===== config.mk =====
export PLATFORM = sky130hd
export DESIGN_NAME = ssrc_dev_flat
export DESIGN_NICKNAME = d
export VERILOG_FILES = /design/src/inc/ssrc_pkg.sv /design/src/inc/ssrc_if.sv /design/src/rtl/ssrc_dev.sv /design/src/flat_wrapper.sv
export SDC_FILE = /design/constraint.sdc
export NUM_CORES = 1
export LEC_CHECK = 0
export BUFFER_PORTS_ARGS = -buffer_cell sky130_fd_sc_hd__buf_2
export CORE_MARGIN = 2
export CORE_UTILIZATION = 55
export CTS_BUF_LIST = sky130_fd_sc_hd__clkbuf_8
export DETAILED_ROUTE_END_ITERATION = 10
export GPL_ROUTABILITY_DRIVEN = 0
export PLACE_DENSITY_LB_ADDON = 0.25
export SYNTH_ARGS = -nofsm -noshare
export SYNTH_HDL_FRONTEND = slang
export SYNTH_SLANG_ARGS = --single-unit

===== constraint.sdc =====
create_clock -name aclk -period 3.8 [get_ports aclk]
set_input_delay 0.38 -clock aclk [delete_from_list [all_inputs] [get_ports aclk]]
set_output_delay 0.38 -clock aclk [all_outputs]
set_load 0.005 [all_outputs]

===== src/inc/ssrc_pkg.sv =====
/*
 shared constants for the sensor standby / reset control pair.
 assumes one 10 MHz clock (aclk) for both ends.
*/
package ssrc_pkg;
  // ****************************************
  // sensor register map
  // ****************************************
  localparam logic [7:0]  SCR_ADDR    = 8'h0D;
  localparam logic [7:0]  CPC_ADDR    = 8'h65;
  localparam logic [15:0] SCR_RESET   = 16'h0000;
  localparam logic [15:0] CPC_RESET   = 16'h2000;
  localparam int          SCR_SRST    = 0;
  localparam int          SCR_RESTART = 1;
  localparam int          SCR_SWSTBY  = 2;
  localparam int          SCR_OUTDIS  = 4;
  localparam int          SCR_DRIVE   = 6;
  localparam int          SCR_PINDIS  = 7;
  localparam int          CPC_PLLPD   = 13;
  localparam int          CPC_BYPASS  = 15;
  localparam int          N_DOM       = 4;
  // ****************************************
  // timing
  // ****************************************
  localparam int CLK_HZ        = 10000000;
  localparam int PIN_SYNC      = 2;
  localparam int RST_READY_CYC = 3;
  localparam int STOP_WAIT_CYC = 2;
  localparam int WAKE_CLK_CYC  = 1;
  localparam int WAKE_ANA_CYC  = 1;
  localparam int HOST_WAIT_CYC = PIN_SYNC + RST_READY_CYC + 1;
  // ****************************************
  // host register map (axi4-lite byte offsets)
  // ****************************************
  localparam logic [3:0] H_CTRL   = 4'h0;
  localparam logic [3:0] H_ACC    = 4'h4;
  localparam logic [3:0] H_STAT   = 4'h8;
  localparam int         C_STBY   = 0;
  localparam int         C_HRST   = 1;
  localparam int         C_CLKON  = 2;
  localparam int         C_AUTO   = 3;
  localparam int         A_GO     = 31;
  localparam int         A_WE     = 30;
  localparam logic [3:0] CTRL_RST = 4'h6;
endpackage : ssrc_pkg


===== src/inc/ssrc_if.sv =====
/*
 pins between host controller and sensor control logic.
 assumes the bench ties both ends to one aclk; pins_oe replaces tristate.
*/
`timescale 1ns/1ps
interface ssrc_if;
  logic        standby_pin;
  logic        reset_pin_n;
  logic        clk_run;
  logic        req;
  logic        we;
  logic [7:0]  addr;
  logic [15:0] wdata;
  logic        ack;
  logic [15:0] rdata;
  logic        line_valid;
  logic        frame_valid;
  logic        pixel_clock_out;
  logic        flash_strobe;
  logic [9:0]  pixel_bus;
  logic        pins_oe;
  modport dev  (input standby_pin, reset_pin_n, clk_run, req, we, addr, wdata,
                output ack, rdata, line_valid, frame_valid, pixel_clock_out,
                flash_strobe, pixel_bus, pins_oe);
  modport host (output standby_pin, reset_pin_n, clk_run, req, we, addr, wdata,
                input ack, rdata, line_valid, frame_valid, pixel_clock_out,
                flash_strobe, pixel_bus, pins_oe);
endinterface : ssrc_if


===== src/rtl/ssrc_dev.sv =====
/*
 sensor end: standby entry/exit, clock gating, hard and soft reset.
 assumes host keeps its side of the pin protocol; clk_run low models
 a stopped input clock.
*/
// Decided for this implementation: register access over AXI4-Lite and the register addresses.
// Function
// - standby pin enters standby unless masked
// - software standby bit enters standby too
// - request latched; entry always completes
// - finish row, gate clocks, analog off
// - stay in standby while source asserted
// - video outputs forced low in standby
// - registers kept, serial access in standby
// - no serial answers while clock stopped
// - host exits via same source used
// - wake clocks, analog, then timing restart
// - host restarts clock before leaving standby
// - pll powers down if enable bit set
// - host sets pll bypass before standby
// - domains clocked on need, overridable
// - serial access logic always clocked
// - host asserts hard reset after power-up
// - reset pin low enters reset, clockless
// - serial ready three clocks after release
// - soft reset bit restores all defaults
// - clearing soft reset resumes at once
// - host waits valids low plus two
`timescale 1ns/1ps
module ssrc_dev
  import ssrc_pkg::*;
#(
  parameter int ROW_LEN   = 16,
  parameter int LINE_TOT  = 24,
  parameter int FRAME_ROW = 8,
  parameter int FRAME_TOT = 10
) (
  input  wire logic        aclk,
  input  wire logic        aresetn,
  ssrc_if.dev              dev,
  output      logic        analog_on,
  output      logic        pll_on,
  output      logic        clocks_gated,
  output      logic [N_DOM-1:0] domain_clk_en,
  output      logic        serial_ready
);
  // ****************************************
  // state
  // ****************************************
  typedef enum logic [2:0] {
    ST_RUN, ST_FINISH, ST_GATED, ST_WAKE_CLK, ST_WAKE_ANA
  } ssrc_st_type;

  localparam int CW = $clog2(LINE_TOT);
  localparam int RW = $clog2(FRAME_TOT);

  typedef struct packed {
    logic [PIN_SYNC-1:0] syn_rst;
    logic [PIN_SYNC-1:0] syn_stby;
    logic [1:0]          rdy_cnt;
    logic                ready;
    ssrc_st_type         st;
    logic                src_pin;
    logic [1:0]          wcnt;
    logic [15:0]         scr;
    logic [15:0]         cpc;
    logic [CW-1:0]       col;
    logic [RW-1:0]       row;
    logic                lv;
    logic                fv;
    logic                pclk;
    logic                flash;
    logic [9:0]          pix;
    logic                oe;
    logic                ack;
    logic [15:0]         rdata;
    logic                ana;
    logic                pll;
    logic                gated;
    logic [N_DOM-1:0]    dom;
  } ssrc_dev_type;

  ssrc_dev_type s_r;
  ssrc_dev_type s_nxt;

  function automatic ssrc_dev_type ssrc_init();
    ssrc_dev_type v;
    v       = '0;
    v.st    = ST_RUN;
    v.scr   = SCR_RESET;
    v.cpc   = CPC_RESET;
    v.ana   = 1'b1;
    v.pll   = 1'b1;
    v.oe    = 1'b1;
    return v;
  endfunction : ssrc_init

  logic pin_req;
  logic sw_req;
  logic hold;
  logic active;

  // ****************************************
  // next state
  // ****************************************
  always_comb begin
    s_nxt          = s_r;
    pin_req        = s_r.syn_stby[PIN_SYNC-1] & ~s_r.scr[SCR_PINDIS];
    sw_req         = s_r.scr[SCR_SWSTBY];
    hold           = s_r.src_pin ? pin_req : sw_req;
    active         = 1'b0;
    s_nxt.ack      = 1'b0;
    s_nxt.syn_rst  = {s_r.syn_rst[PIN_SYNC-2:0], dev.reset_pin_n};
    s_nxt.syn_stby = {s_r.syn_stby[PIN_SYNC-2:0], dev.standby_pin};
    if (!s_r.syn_rst[PIN_SYNC-1]) begin
      // reset pin acts whether the input clock runs or not
      s_nxt          = ssrc_init();
      s_nxt.syn_rst  = {s_r.syn_rst[PIN_SYNC-2:0], dev.reset_pin_n};
      s_nxt.syn_stby = {s_r.syn_stby[PIN_SYNC-2:0], dev.standby_pin};
    end else if (dev.clk_run) begin
      if (!s_r.ready) begin
        if (s_r.rdy_cnt == 2'(RST_READY_CYC - 1)) begin
          s_nxt.ready = 1'b1;
        end else begin
          s_nxt.rdy_cnt = s_r.rdy_cnt + 2'd1;
        end
      end
      // serial access path stays clocked in every state
      if (s_r.ready && dev.req && !s_r.ack) begin
        s_nxt.ack   = 1'b1;
        s_nxt.rdata = '0;
        if (dev.addr == SCR_ADDR) begin
          s_nxt.rdata = s_r.scr;
        end else if (dev.addr == CPC_ADDR) begin
          s_nxt.rdata = s_r.cpc;
        end
        if (dev.we && dev.addr == SCR_ADDR) begin
          if (dev.wdata[SCR_SRST]) begin
            s_nxt               = ssrc_init();
            s_nxt.syn_rst       = {s_r.syn_rst[PIN_SYNC-2:0], dev.reset_pin_n};
            s_nxt.syn_stby      = {s_r.syn_stby[PIN_SYNC-2:0], dev.standby_pin};
            s_nxt.ready         = 1'b1;
            s_nxt.ack           = 1'b1;
            s_nxt.scr[SCR_SRST] = 1'b1;
          end else begin
            s_nxt.scr              = dev.wdata;
            s_nxt.scr[SCR_RESTART] = 1'b0;
            if (dev.wdata[SCR_RESTART]) begin
              s_nxt.col = '0;
              s_nxt.row = '0;
            end
          end
        end else if (dev.we && dev.addr == CPC_ADDR) begin
          s_nxt.cpc = dev.wdata;
        end
      end
      if (!s_r.scr[SCR_SRST]) begin
        case (s_r.st)
          ST_RUN: begin
            active = 1'b1;
            if (pin_req | sw_req) begin
              s_nxt.src_pin = pin_req;
              s_nxt.st      = ST_FINISH;
            end
          end
          ST_FINISH: begin
            // request may drop here; entry still completes
            if (s_r.col >= CW'(ROW_LEN)) begin
              s_nxt.st    = ST_GATED;
              s_nxt.gated = 1'b1;
              s_nxt.ana   = 1'b0;
              s_nxt.pll   = ~s_r.cpc[CPC_PLLPD];
            end else begin
              active = 1'b1;
            end
          end
          ST_GATED: begin
            if (!hold) begin
              s_nxt.st    = ST_WAKE_CLK;
              s_nxt.gated = 1'b0;
              s_nxt.wcnt  = '0;
            end
          end
          ST_WAKE_CLK: begin
            s_nxt.wcnt = s_r.wcnt + 2'd1;
            if (s_r.wcnt == 2'(WAKE_CLK_CYC - 1)) begin
              s_nxt.st   = ST_WAKE_ANA;
              s_nxt.ana  = 1'b1;
              s_nxt.pll  = 1'b1;
              s_nxt.wcnt = '0;
            end
          end
          ST_WAKE_ANA: begin
            s_nxt.wcnt = s_r.wcnt + 2'd1;
            if (s_r.wcnt == 2'(WAKE_ANA_CYC - 1)) begin
              s_nxt.st  = ST_RUN;
              s_nxt.col = '0;
              s_nxt.row = '0;
            end
          end
          default: begin
            s_nxt.st = ST_RUN;
          end
        endcase
      end
      if (active) begin
        if (s_r.col == CW'(LINE_TOT - 1)) begin
          s_nxt.col = '0;
          s_nxt.row = (s_r.row == RW'(FRAME_TOT - 1)) ? '0 : s_r.row + 1'b1;
        end else begin
          s_nxt.col = s_r.col + 1'b1;
        end
      end
      s_nxt.fv    = active & (s_nxt.row < RW'(FRAME_ROW));
      s_nxt.lv    = s_nxt.fv & (s_nxt.col < CW'(ROW_LEN));
      s_nxt.pix   = s_nxt.lv ? 10'(s_nxt.col) : '0;
      s_nxt.flash = s_nxt.fv & (s_nxt.row == '0);
      s_nxt.pclk  = active & ~s_r.pclk;
      // drive_pins keeps pins driven; no gain from high-z while asleep
      s_nxt.oe    = ~s_nxt.scr[SCR_OUTDIS] &
                    (~(s_nxt.st == ST_GATED) | s_nxt.scr[SCR_DRIVE]);
      s_nxt.dom   = s_nxt.cpc[N_DOM-1:0] | {N_DOM{active}};
    end
  end

  always_ff @(posedge aclk) begin
    if (!aresetn) begin
      s_r <= ssrc_init();
    end else begin
      s_r <= s_nxt;
    end
  end

  // ****************************************
  // outputs
  // ****************************************
  assign dev.ack             = s_r.ack;
  assign dev.rdata           = s_r.rdata;
  assign dev.line_valid      = s_r.lv;
  assign dev.frame_valid     = s_r.fv;
  assign dev.pixel_clock_out = s_r.pclk;
  assign dev.flash_strobe    = s_r.flash;
  assign dev.pixel_bus       = s_r.pix;
  assign dev.pins_oe         = s_r.oe;
  assign analog_on           = s_r.ana;
  assign pll_on              = s_r.pll;
  assign clocks_gated        = s_r.gated;
  assign domain_clk_en       = s_r.dom;
  assign serial_ready        = s_r.ready;
endmodule : ssrc_dev


===== src/flat_wrapper.sv =====
// flat-port wrapper written by rule: the top's interface ports become plain ports
module ssrc_dev_flat import ssrc_pkg::*;
#(
  parameter int ROW_LEN   = 16,
  parameter int LINE_TOT  = 24,
  parameter int FRAME_ROW = 8,
  parameter int FRAME_TOT = 10
)
  (aclk, aresetn, analog_on, pll_on, clocks_gated, domain_clk_en, serial_ready, dev_standby_pin, dev_reset_pin_n, dev_clk_run, dev_req, dev_we, dev_addr, dev_wdata, dev_ack, dev_rdata, dev_line_valid, dev_frame_valid, dev_pixel_clock_out, dev_flash_strobe, dev_pixel_bus, dev_pins_oe);
  ssrc_if dev_i ();
  input  wire logic aclk;
  input  wire logic aresetn;
  output      logic analog_on;
  output      logic pll_on;
  output      logic clocks_gated;
  output      logic [N_DOM-1:0] domain_clk_en;
  output      logic serial_ready;
  input wire logic [$bits(dev_i.standby_pin)-1:0] dev_standby_pin;
  input wire logic [$bits(dev_i.reset_pin_n)-1:0] dev_reset_pin_n;
  input wire logic [$bits(dev_i.clk_run)-1:0] dev_clk_run;
  input wire logic [$bits(dev_i.req)-1:0] dev_req;
  input wire logic [$bits(dev_i.we)-1:0] dev_we;
  input wire logic [$bits(dev_i.addr)-1:0] dev_addr;
  input wire logic [$bits(dev_i.wdata)-1:0] dev_wdata;
  output wire logic [$bits(dev_i.ack)-1:0] dev_ack;
  output wire logic [$bits(dev_i.rdata)-1:0] dev_rdata;
  output wire logic [$bits(dev_i.line_valid)-1:0] dev_line_valid;
  output wire logic [$bits(dev_i.frame_valid)-1:0] dev_frame_valid;
  output wire logic [$bits(dev_i.pixel_clock_out)-1:0] dev_pixel_clock_out;
  output wire logic [$bits(dev_i.flash_strobe)-1:0] dev_flash_strobe;
  output wire logic [$bits(dev_i.pixel_bus)-1:0] dev_pixel_bus;
  output wire logic [$bits(dev_i.pins_oe)-1:0] dev_pins_oe;
  assign dev_i.standby_pin = dev_standby_pin;
  assign dev_i.reset_pin_n = dev_reset_pin_n;
  assign dev_i.clk_run = dev_clk_run;
  assign dev_i.req = dev_req;
  assign dev_i.we = dev_we;
  assign dev_i.addr = dev_addr;
  assign dev_i.wdata = dev_wdata;
  assign dev_ack = dev_i.ack;
  assign dev_rdata = dev_i.rdata;
  assign dev_line_valid = dev_i.line_valid;
  assign dev_frame_valid = dev_i.frame_valid;
  assign dev_pixel_clock_out = dev_i.pixel_clock_out;
  assign dev_flash_strobe = dev_i.flash_strobe;
  assign dev_pixel_bus = dev_i.pixel_bus;
  assign dev_pins_oe = dev_i.pins_oe;
  ssrc_dev #(.ROW_LEN(ROW_LEN), .LINE_TOT(LINE_TOT), .FRAME_ROW(FRAME_ROW), .FRAME_TOT(FRAME_TOT)) u_core (.aclk(aclk), .aresetn(aresetn), .dev(dev_i), .analog_on(analog_on), .pll_on(pll_on), .clocks_gated(clocks_gated), .domain_clk_en(domain_clk_en), .serial_ready(serial_ready));
endmodule

==> results of run 1 <==
[layout by cell type (no fill, tap or decap), types with 3 or more instances in the layout]
| master | instances |
|---|---|
| dfxtp_1 | 87 |
| buf_2 | 65 |
| nand2_1 | 53 |
| nor2_1 | 48 |
| a21oi_1 | 45 |
| o21ai_0 | 30 |
| nand4_1 | 24 |
| a22oi_1 | 20 |
| a22o_1 | 15 |
| nor3_1 | 14 |
| inv_1 | 12 |
| buf_4 | 12 |
| clkbuf_8 | 10 |
| nand3_1 | 8 |
| and2_1 | 7 |
| ha_1 | 6 |
| nor2b_1 | 5 |
| a211oi_1 | 5 |
| conb_1 | 5 |
| nand3b_1 | 4 |
| a21o_1 | 4 |
| o21a_1 | 4 |
| and3_1 | 4 |
| a221oi_1 | 3 |
| nor4_1 | 3 |
| a31oi_1 | 3 |
| a221oi_2 | 3 |
[power by group through the flow]
| stage | sequential, mW | clock [mW] | combinational, mW |
|---|---|---|---|
| finish | 0.920 | 0.697 | 0.0890 |
| global route | 0.921 | 0.744 | 0.0980 |
| CTS | 0.920 | 0.706 | 0.0884 |
| detailed placement | 0.941 | 0 | 0.0877 |
| global placement | 0.941 | 0 | 0.0862 |
| floorplan | 0.939 | 0 | 0.0562 |
[cells by family (layout without fill, tap and decap cells)]
group	count (synthesis)	after routing	share of synthesized area, %
AO/OA/AOI/OAI	157	157	25.0
adder cells (fa/ha/maj)	6	6	1.71
flip-flops	87	87	39.8
multiplexers	3	3	0.714
AND/OR/NAND/NOR	195	195	22.9
buffers and inverters	79	105	9.86
other	1	5	0.0857
[sequential cells by signal, indices dropped and copies added (netlist names)]
| name | cells |
|---|---|
| u_core.dev.line_valid | 1 |
| u_core.dev.pixel_bus | 5 |
| u_core.dev.pixel_clock_out | 1 |
| u_core.s_r | 52 |
| u_core.serial_ready | 1 |
| u_core.domain_clk_en | 4 |
| u_core.dev.frame_valid | 1 |
| u_core.analog_on | 1 |
| u_core.dev.ack | 1 |
| u_core.dev.flash_strobe | 1 |
| u_core.dev.pins_oe | 1 |
| u_core.pll_on | 1 |
| u_core.dev.rdata | 16 |
| u_core.clocks_gated | 1 |
[worst max-delay path, cell delays in order (launching register included)]
cell	delay [ns]
dfxtp_1	0.43
nand3b_1	0.30
a2111oi_0	0.63
nand2_1	0.45
a311oi_1	0.35
o21ai_0	0.11
[stage by stage]
stage / cells / utilization [%]
2_1_floorplan: 532 / -
3_3_place_gp: 644 / 58.9
3_5_place_dp: 644 / 58.9
4_1_cts: 660 / 61.7
5_1_grt: 660 / 61.7
6_report: 660 / 61.7
[layer usage]
metal	global-route usage, %	up-vias	wire length, µm
met1	35.5	1930	4990
met4	9.93	0	204
li1	-	1942	-
met2	39.4	172	4960
met3	2.98	20	673
met5	0	-	0
[cell type report]
type                       count  area share [%]
sequential                    87            36.5
inverter                      12           0.945
clock buffer                  10            2.89
clock inverter                 6            1.60
timing repair buffer          77            8.72
tap                          102            2.68
multi-input combinational    366            46.6
[path summary, 6_finish.rpt]
check | from | endpoint | slack [ns] | cells after the start
setup / recovery | u_core.serial_ready$_SDFFE_PN0P_ | u_core.s_r[61]$_SDFFE_PN1P_ | 1.41 | 5
hold reg to reg | u_core.s_r[91]$_SDFF_PN0_ | u_core.s_r[92]$_SDFF_PN0_ | 0.45 | 1
hold / removal | dev_reset_pin_n | u_core.s_r[91]$_SDFF_PN0_ | 0.22 | 2
setup reg to reg | u_core.serial_ready$_SDFFE_PN0P_ | u_core.s_r[61]$_SDFFE_PN1P_ | 1.41 | 5
==> results.sh, run 1 <==
export IMPL_yosys_top_cells_area="dfxtp_1 40%, buf_4 5.3%, a21oi_1 5.1%"
export IMPL_hp_class="in2reg"
export IMPL_yosysSeqAreaShare_pct=39.8
export IMPL_cp_arrival_ns=2.63
export IMPL_place_hpwl_um=7360
export IMPL_pwr_share_comb_pct=5.2
export IMPL_clkSinkCount=87
export IMPL_routed_via_density=6.16
export IMPL_clk_pin_slew_worst_paths_ns=0.09
export IMPL_synthMostInstantiatedCell="dfxtp_1"
export IMPL_ant_nets=0
export IMPL_track_usage_pct=25.2
export IMPL_drc=0
export IMPL_clkPwrFrac_pct=40.9
export IMPL_synth_top_cell_by_area="dfxtp_1"
export IMPL_num_nets_final=590
export IMPL_globalRouteOverflowTotal=0
export IMPL_core_area_um2=7730
export IMPL_cts_resized_gates=0
export IMPL_fin_setup_tns_ns=0
export IMPL_yosysTopAreaCellShare_pct=39.8
export IMPL_cts_hold_buf=0
export IMPL_power_total_mw=1.71
export IMPL_worstMarginPinSlew_ns=1.07
export IMPL_drv_slew=0
export IMPL_drt_iter0_markers=282
export IMPL_async_flop_share_pct=0
export IMPL_io_buffers=65
export IMPL_avgSynthCellArea_um2=8.29
export IMPL_totalWireLength_um=10800
export IMPL_hold_ws_ns=0.223
export IMPL_pre_cts_ws_ns=1.25
export IMPL_wl_per_cell_um=16.4
export IMPL_clock_fmax_ghz=0.418
export IMPL_cp_max_fo=12
export IMPL_rsz0062_at_grt="false"
export IMPL_die_w_um=93.2
export IMPL_max_slew_margin_rel_pct=27.9
export IMPL_layout_drive_gt1_share_pct=19.7
export IMPL_fill_cells=679
export IMPL_tritoncts="built"
export IMPL_vdd_drop_max_mv=0.288
export IMPL_placed_cell_area_um2=4550
export IMPL_finalCritPeriodShare_pct=62.9
export IMPL_yosys_register_bits=87
export IMPL_post_cts_setup_buffers=0
export IMPL_setup_slack_ns=1.41
export IMPL_sequentialPowerShare_pct=53.9
export IMPL_synth_edf_count=0
export IMPL_ys_types=68
export IMPL_fin_crit_ns=2.39
export IMPL_cts_buffer_depth=2
export IMPL_synth_common_cells="87 x dfxtp_1, 54 x nand2_1, 48 x nor2_1, 45 x a21oi_1"
export IMPL_fin_area_um2=4770
export IMPL_netlist_area_um2=4380
export IMPL_crit_type="reg2reg"
export IMPL_switching_share_pct=25.0
export IMPL_grt_start_max_net_pins=63
export IMPL_route_vias_total=4064
export IMPL_hold_viol=0
export IMPL_io_pins=71
export IMPL_drv_cap=0
export IMPL_p_int_mw=1.28
export IMPL_clock_skew_ns=0.0109
export IMPL_crit_required_ns=4.04
export IMPL_yosysWarnings=0
export IMPL_htree_levels=3
export IMPL_rows=32
export IMPL_area_delta_synth_final_pct=8.86
export IMPL_multi_input_area_um2=2220
export IMPL_dieArea_um2=8690
export IMPL_ff_latch_area_um2=1740
export IMPL_syn_inst=528
export IMPL_power_density_nw_per_um2=358
export IMPL_clk_latency_ns=0.36
export IMPL_grt_pass1_wl_um=17600
export IMPL_fp_dieH_um=93.2
export IMPL_cts_root_buffer="clkbuf_8"
export IMPL_end_kind="flip-flop"
export IMPL_cts_buffers=9
export IMPL_status="complete, no violations"
export IMPL_synthFlopType="dfxtp_1"
export IMPL_start_util_pct=56.7
export IMPL_antenna_found_initial=0
export IMPL_start_kind="flip-flop"
export IMPL_antenna_cells=0
export IMPL_firstDrtPassIters=5
export IMPL_grt_pass1_vias=3677
export IMPL_p_switching_mw=0.426
export IMPL_finalSetupViolCount=0
export IMPL_leakage_nw=1.75
Note: power is estimated with default switching activity, not from simulation.
==> run 2: changes to the inputs <==
CORE_UTILIZATION = 53   (was 55)
clock period = 2.2 ns   (was 3.8 ns; I/O delays follow)
==> results.sh, run 2 (same netlist as run 1, synthesis figures left out) <==
export IMPL_drc=0
export IMPL_regMostFlops="u_core.s_r"
export IMPL_totalWireLength_um=11100
export IMPL_setup_slack_ns=0.132
export IMPL_track_usage_pct=25.1
export IMPL_num_nets_final=613
export IMPL_hp_class="in2reg"
export IMPL_clock_skew_ns=0.0129
export IMPL_start_util_pct=54.1
export IMPL_fin_crit_ns=2.07
export IMPL_cp_max_fo=9
export IMPL_grt_pass1_wl_um=17700
export IMPL_clk_pin_slew_worst_paths_ns=0.10
export IMPL_fin_setup_tns_ns=0
export IMPL_status="complete, no violations"
export IMPL_clk_latency_ns=0.37
export IMPL_io_buffers=65
export IMPL_die_w_um=94.9
export IMPL_layout_drive_gt1_share_pct=23.2
export IMPL_core_area_um2=8090
export IMPL_end_kind="flip-flop"
export IMPL_clkSinkCount=87
export IMPL_power_density_nw_per_um2=596
export IMPL_cts_buffers=9
export IMPL_multi_input_area_um2=2230
export IMPL_ff_latch_area_um2=1740
export IMPL_hold_ws_ns=0.0561
export IMPL_drt_iter0_markers=301
export IMPL_pre_cts_ws_ns=0.0445
export IMPL_route_vias_total=4080
export IMPL_routed_via_density=5.95
export IMPL_area_delta_synth_final_pct=13.4
export IMPL_crit_type="reg2reg"
export IMPL_rsz0062_at_grt="false"
export IMPL_fp_dieH_um=94.9
export IMPL_grt_pass1_vias=3646
export IMPL_final_cell_mix="87 x dfxtp_1, 65 x buf_2, 53 x nand2_1"
export IMPL_ant_nets=0
export IMPL_clock_fmax_ghz=0.483
export IMPL_post_cts_setup_buffers=0
export IMPL_rows=33
export IMPL_vdd_drop_max_mv=0.380
export IMPL_leakage_nw=1.87
export IMPL_finalCritPeriodShare_pct=94.0
export IMPL_antenna_found_initial=0
export IMPL_cp_arrival_ns=2.33
export IMPL_hold_viol=0
export IMPL_cts_root_buffer="clkbuf_8"
export IMPL_firstDrtPassIters=5
export IMPL_final_common_cell="dfxtp_1"
export IMPL_grt_start_max_net_pins=54
export IMPL_crit_required_ns=2.46
export IMPL_antenna_cells=0
export IMPL_worstMarginPinSlew_ns=0.672
export IMPL_wl_per_cell_um=16.2
export IMPL_dieArea_um2=9000
export IMPL_drv_cap=0
export IMPL_place_hpwl_um=7900
export IMPL_io_pins=71
export IMPL_cts_buffer_depth=2
export IMPL_drv_slew=0
export IMPL_finalSetupViolCount=0
export IMPL_cts_hold_buf=0
export IMPL_cts_resized_gates=0
export IMPL_start_kind="flip-flop"
export IMPL_largest_reg_flops=52
export IMPL_max_slew_margin_rel_pct=55.2
export IMPL_tritoncts="built"
export IMPL_globalRouteOverflowTotal=0
export IMPL_fill_cells=736
export IMPL_htree_levels=3
-- run 2: changes by cell type in the layout (fill, tap and decap cells not counted), sizes merged --
| cell | before | now |
|---|---|---|
| buf | 77 | 100 |
| clkinvlp | 0 | 2 |
| clkbuf | 10 | 9 |
| clkinv | 2 | 1 |
-- run 2: critical path, cell delays in order (launching register included) --
cell,delay (ns)
dfxtp_1,0.32
or3b_2,0.52
or3b_2,0.56
o211a_4,0.21
a311oi_2,0.30
a221oi_2,0.05
-- run 2: final cells by class --
cell class,instances,share of cell area (%)
multi-input cells,366,45.0
flip-flops and latches,87,35.1
clock inverters,7,1.81
repair buffers,100,12.1
inverters,12,0.907
well taps,105,2.65
clock buffers,9,2.49
-- run 2: per-layer routing --
layer	vias up	track usage [%]	routed length (µm)
li1	1988	-	-
met1	1925	36.2	5050
met2	149	37.4	5130
met3	18	3.83	724
met4	0	10.4	200
met5	-	0	0
-- run 2: power by group --
part / internal, mW / leakage (nW) / switching [mW]
Clock: 0.550 / 0.101 / 0.656
Combinational: 0.0600 / 1.06 / 0.106
Sequential: 1.58 / 0.702 / 0.00541
-- run 2: final timing paths --
kind                                          endpoint  slack [ns]  cells past startpoint                         from
hold / removal               u_core.s_r[91]$_SDFF_PN0_        0.06                      2              dev_reset_pin_n
setup / recovery  u_core.dev.pixel_bus[3]$_SDFFE_PN0P_        0.13                      5  u_core.s_r[83]$_SDFFE_PN0P_
hold reg to reg              u_core.s_r[90]$_SDFF_PN0_        0.45                      1    u_core.s_r[89]$_SDFF_PN0_
setup reg to reg  u_core.dev.pixel_bus[3]$_SDFFE_PN0P_        0.13                      5  u_core.s_r[83]$_SDFFE_PN0P_
-- run 2: stage by stage --
stage          std cells  util [%]  area, µm²  total power [mW]
2_1_floorplan        532         -       4390              1.72
3_3_place_gp         670      58.6       4740              1.78
3_5_place_dp         670      58.6       4740              1.79
4_1_cts              686      61.2       4950              2.97
5_1_grt              686      61.4       4970              3.06
6_report             686      61.4       4970              2.96
==> run 3: changes to the inputs <==
BUFFER_PORTS_ARGS = not set   (was -buffer_cell sky130_fd_sc_hd__buf_2)
CORE_UTILIZATION = 55   (was 53)
DONT_BUFFER_PORTS = 1   (was not set)
clock period = 2.5 ns   (was 2.2 ns; I/O delays follow)
==> results.sh, run 3 (same netlist as run 1, synthesis figures left out) <==
export IMPL_status="complete, no violations"
export IMPL_io_pins=71
export IMPL_reg2reg_to="u_core.s_r[42]$_SDFFE_PN0P_"
export IMPL_crit_type="reg2reg"
export IMPL_startpoint="u_core.dev.ack$_SDFF_PN0_"
export IMPL_path_cells="nand3b_1, or4_1, o21ai_0, o21a_1, o21ai_0"
export IMPL_rsz0062_at_grt="false"
export IMPL_max_slew_margin_rel_pct=49.1
export IMPL_critical_path_slowest_cell="or4_1"
export IMPL_fill_cells=702
export IMPL_regMostFlops="u_core.s_r"
export IMPL_pwr_share_comb_pct=3.9
export IMPL_globalRouteOverflowTotal=0
export IMPL_antenna_found_initial=0
export IMPL_end_kind="flip-flop"
export IMPL_fin_crit_ns=2.23
export IMPL_cts_buffers=9
export IMPL_multi_input_area_um2=2220
export IMPL_worstMarginPinSlew_ns=0.763
export IMPL_worst_path_buf_inv=0
export IMPL_ff_latch_area_um2=1740
export IMPL_antenna_cells=0
export IMPL_rows=32
export IMPL_cts_root_buffer="clkbuf_8"
export IMPL_crit_end="u_core.s_r[42]$_SDFFE_PN0P_"
export IMPL_num_nets_final=534
export IMPL_worst_r2r_cell_count=5
export IMPL_p_int_mw=1.82
export IMPL_area_delta_synth_final_pct=2.80
export IMPL_finalCritPeriodShare_pct=89.1
export IMPL_firstDrtPassIters=5
export IMPL_drv_cap=0
export IMPL_route_vias_total=3870
export IMPL_sequentialPowerShare_pct=56.5
export IMPL_drc=0
export IMPL_routed_via_density=6.41
export IMPL_clkPwrFrac_pct=39.6
export IMPL_grt_pass1_vias=3636
export IMPL_grt_pass1_wl_um=17900
export IMPL_totalWireLength_um=11000
export IMPL_switching_share_pct=26.5
export IMPL_finalSetupViolCount=0
export IMPL_ant_nets=0
export IMPL_worstHoldPathCells=1
export IMPL_final_cell_mix="87 x dfxtp_1, 53 x nand2_1, 48 x nor2_1"
export IMPL_die_w_um=93.2
export IMPL_grt_start_max_net_pins=42
export IMPL_layout_drive_gt1_share_pct=10.6
export IMPL_rrSetupSlack_ns=0.27
export IMPL_dieArea_um2=8690
export IMPL_core_area_um2=7730
export IMPL_track_usage_pct=25.7
export IMPL_crit_required_ns=2.75
export IMPL_hp_class="in2reg"
export IMPL_drt_iter0_markers=272
export IMPL_wl_per_cell_um=18.3
export IMPL_cts_resized_gates=0
export IMPL_vdd_drop_max_mv=0.286
export IMPL_clock_fmax_ghz=0.449
export IMPL_power_total_mw=2.48
export IMPL_hold_viol=0
export IMPL_place_hpwl_um=7640
export IMPL_htree_levels=3
export IMPL_p_switching_mw=0.657
export IMPL_tritoncts="built"
export IMPL_cts_hold_buf=1
export IMPL_clk_latency_ns=0.36
export IMPL_power_density_nw_per_um2=550
export IMPL_final_common_cell="dfxtp_1"
export IMPL_start_util_pct=56.7
export IMPL_leakage_nw=1.48
export IMPL_post_cts_setup_buffers=0
export IMPL_path_depth=5
export IMPL_start_kind="flip-flop"
export IMPL_clkSinkCount=87
export IMPL_fp_dieH_um=93.2
export IMPL_cp_max_fo=8
export IMPL_cts_buffer_depth=2
export IMPL_drv_slew=0
export IMPL_cp_arrival_ns=2.48
export IMPL_clk_pin_slew_worst_paths_ns=0.11
export IMPL_clock_skew_ns=0.0128
export IMPL_worst_path_most_repeated_cell="o21ai_0"
export IMPL_path_delay_family="simple AND/OR/NAND/NOR gates"
export IMPL_regToRegStartpoint="u_core.dev.ack$_SDFF_PN0_"
export IMPL_critical_path_max_stage_delay_ns=0.71
export IMPL_largest_reg_flops=52
export IMPL_fin_setup_tns_ns=0
export IMPL_io_buffers=0
run 3: metal layers:
metal  global-route usage [%]  up-vias  routed length [µm]
met4                     9.19        0                 206
met2                     40.7      128                5150
li1                         -     1829                   -
met3                     5.96       18                 683
met5                        0        -                   0
met1                     34.4     1895                5000
run 3: cell type report:
cell class | count | area share, %
tap | 102 | 2.84
clock inverter | 7 | 1.78
clock buffer | 9 | 2.75
multi-input combinational | 366 | 49.4
inverter | 12 | 1.00
sequential | 87 | 38.7
timing repair buffer | 21 | 3.56
run 3: metrics by stage:
| stage | hold slack [ns] | area (µm²) | cells | setup WS, ns | util, % |
|---|---|---|---|---|---|
| 2_1_floorplan | 0.372 | 4390 | 532 | 0.467 | - |
| 3_3_place_gp | 0.350 | 4290 | 587 | 0.324 | 55.5 |
| 3_5_place_dp | 0.350 | 4290 | 587 | 0.268 | 55.5 |
| 4_1_cts | 0.00979 | 4500 | 604 | 0.308 | 58.2 |
| 5_1_grt | 0.00720 | 4500 | 604 | 0.135 | 58.2 |
| 6_report | 0.0188 | 4500 | 604 | 0.272 | 58.2 |
run 3: worst min path at each step:
stage	startpoint	endpoint	slack (ns)
2_1_floorplan	aresetn	u_core.s_r[89]$_SDFF_PN0_	0.37
3_3_place_gp	dev_clk_run	u_core.dev.pixel_bus[3]$_SDFFE_PN0P_	0.35
3_5_place_dp	dev_clk_run	u_core.dev.pixel_bus[3]$_SDFFE_PN0P_	0.35
4_1_cts	aresetn	u_core.s_r[89]$_SDFF_PN0_	0.01
5_1_grt	aresetn	u_core.s_r[89]$_SDFF_PN0_	0.007
6_report	aresetn	u_core.s_r[89]$_SDFF_PN0_	0.02
run 3: power by group through the flow:
stage / Sequential (mW) / Clock [mW] / Combinational [mW]
after floorplan: 1.43 / 0 / 0.0854
after detailed placement: 1.43 / 0 / 0.0924
final: 1.40 / 0.981 / 0.0971
after CTS: 1.40 / 0.988 / 0.0958
after global placement: 1.43 / 0 / 0.0905
after global routing: 1.40 / 1.05 / 0.107
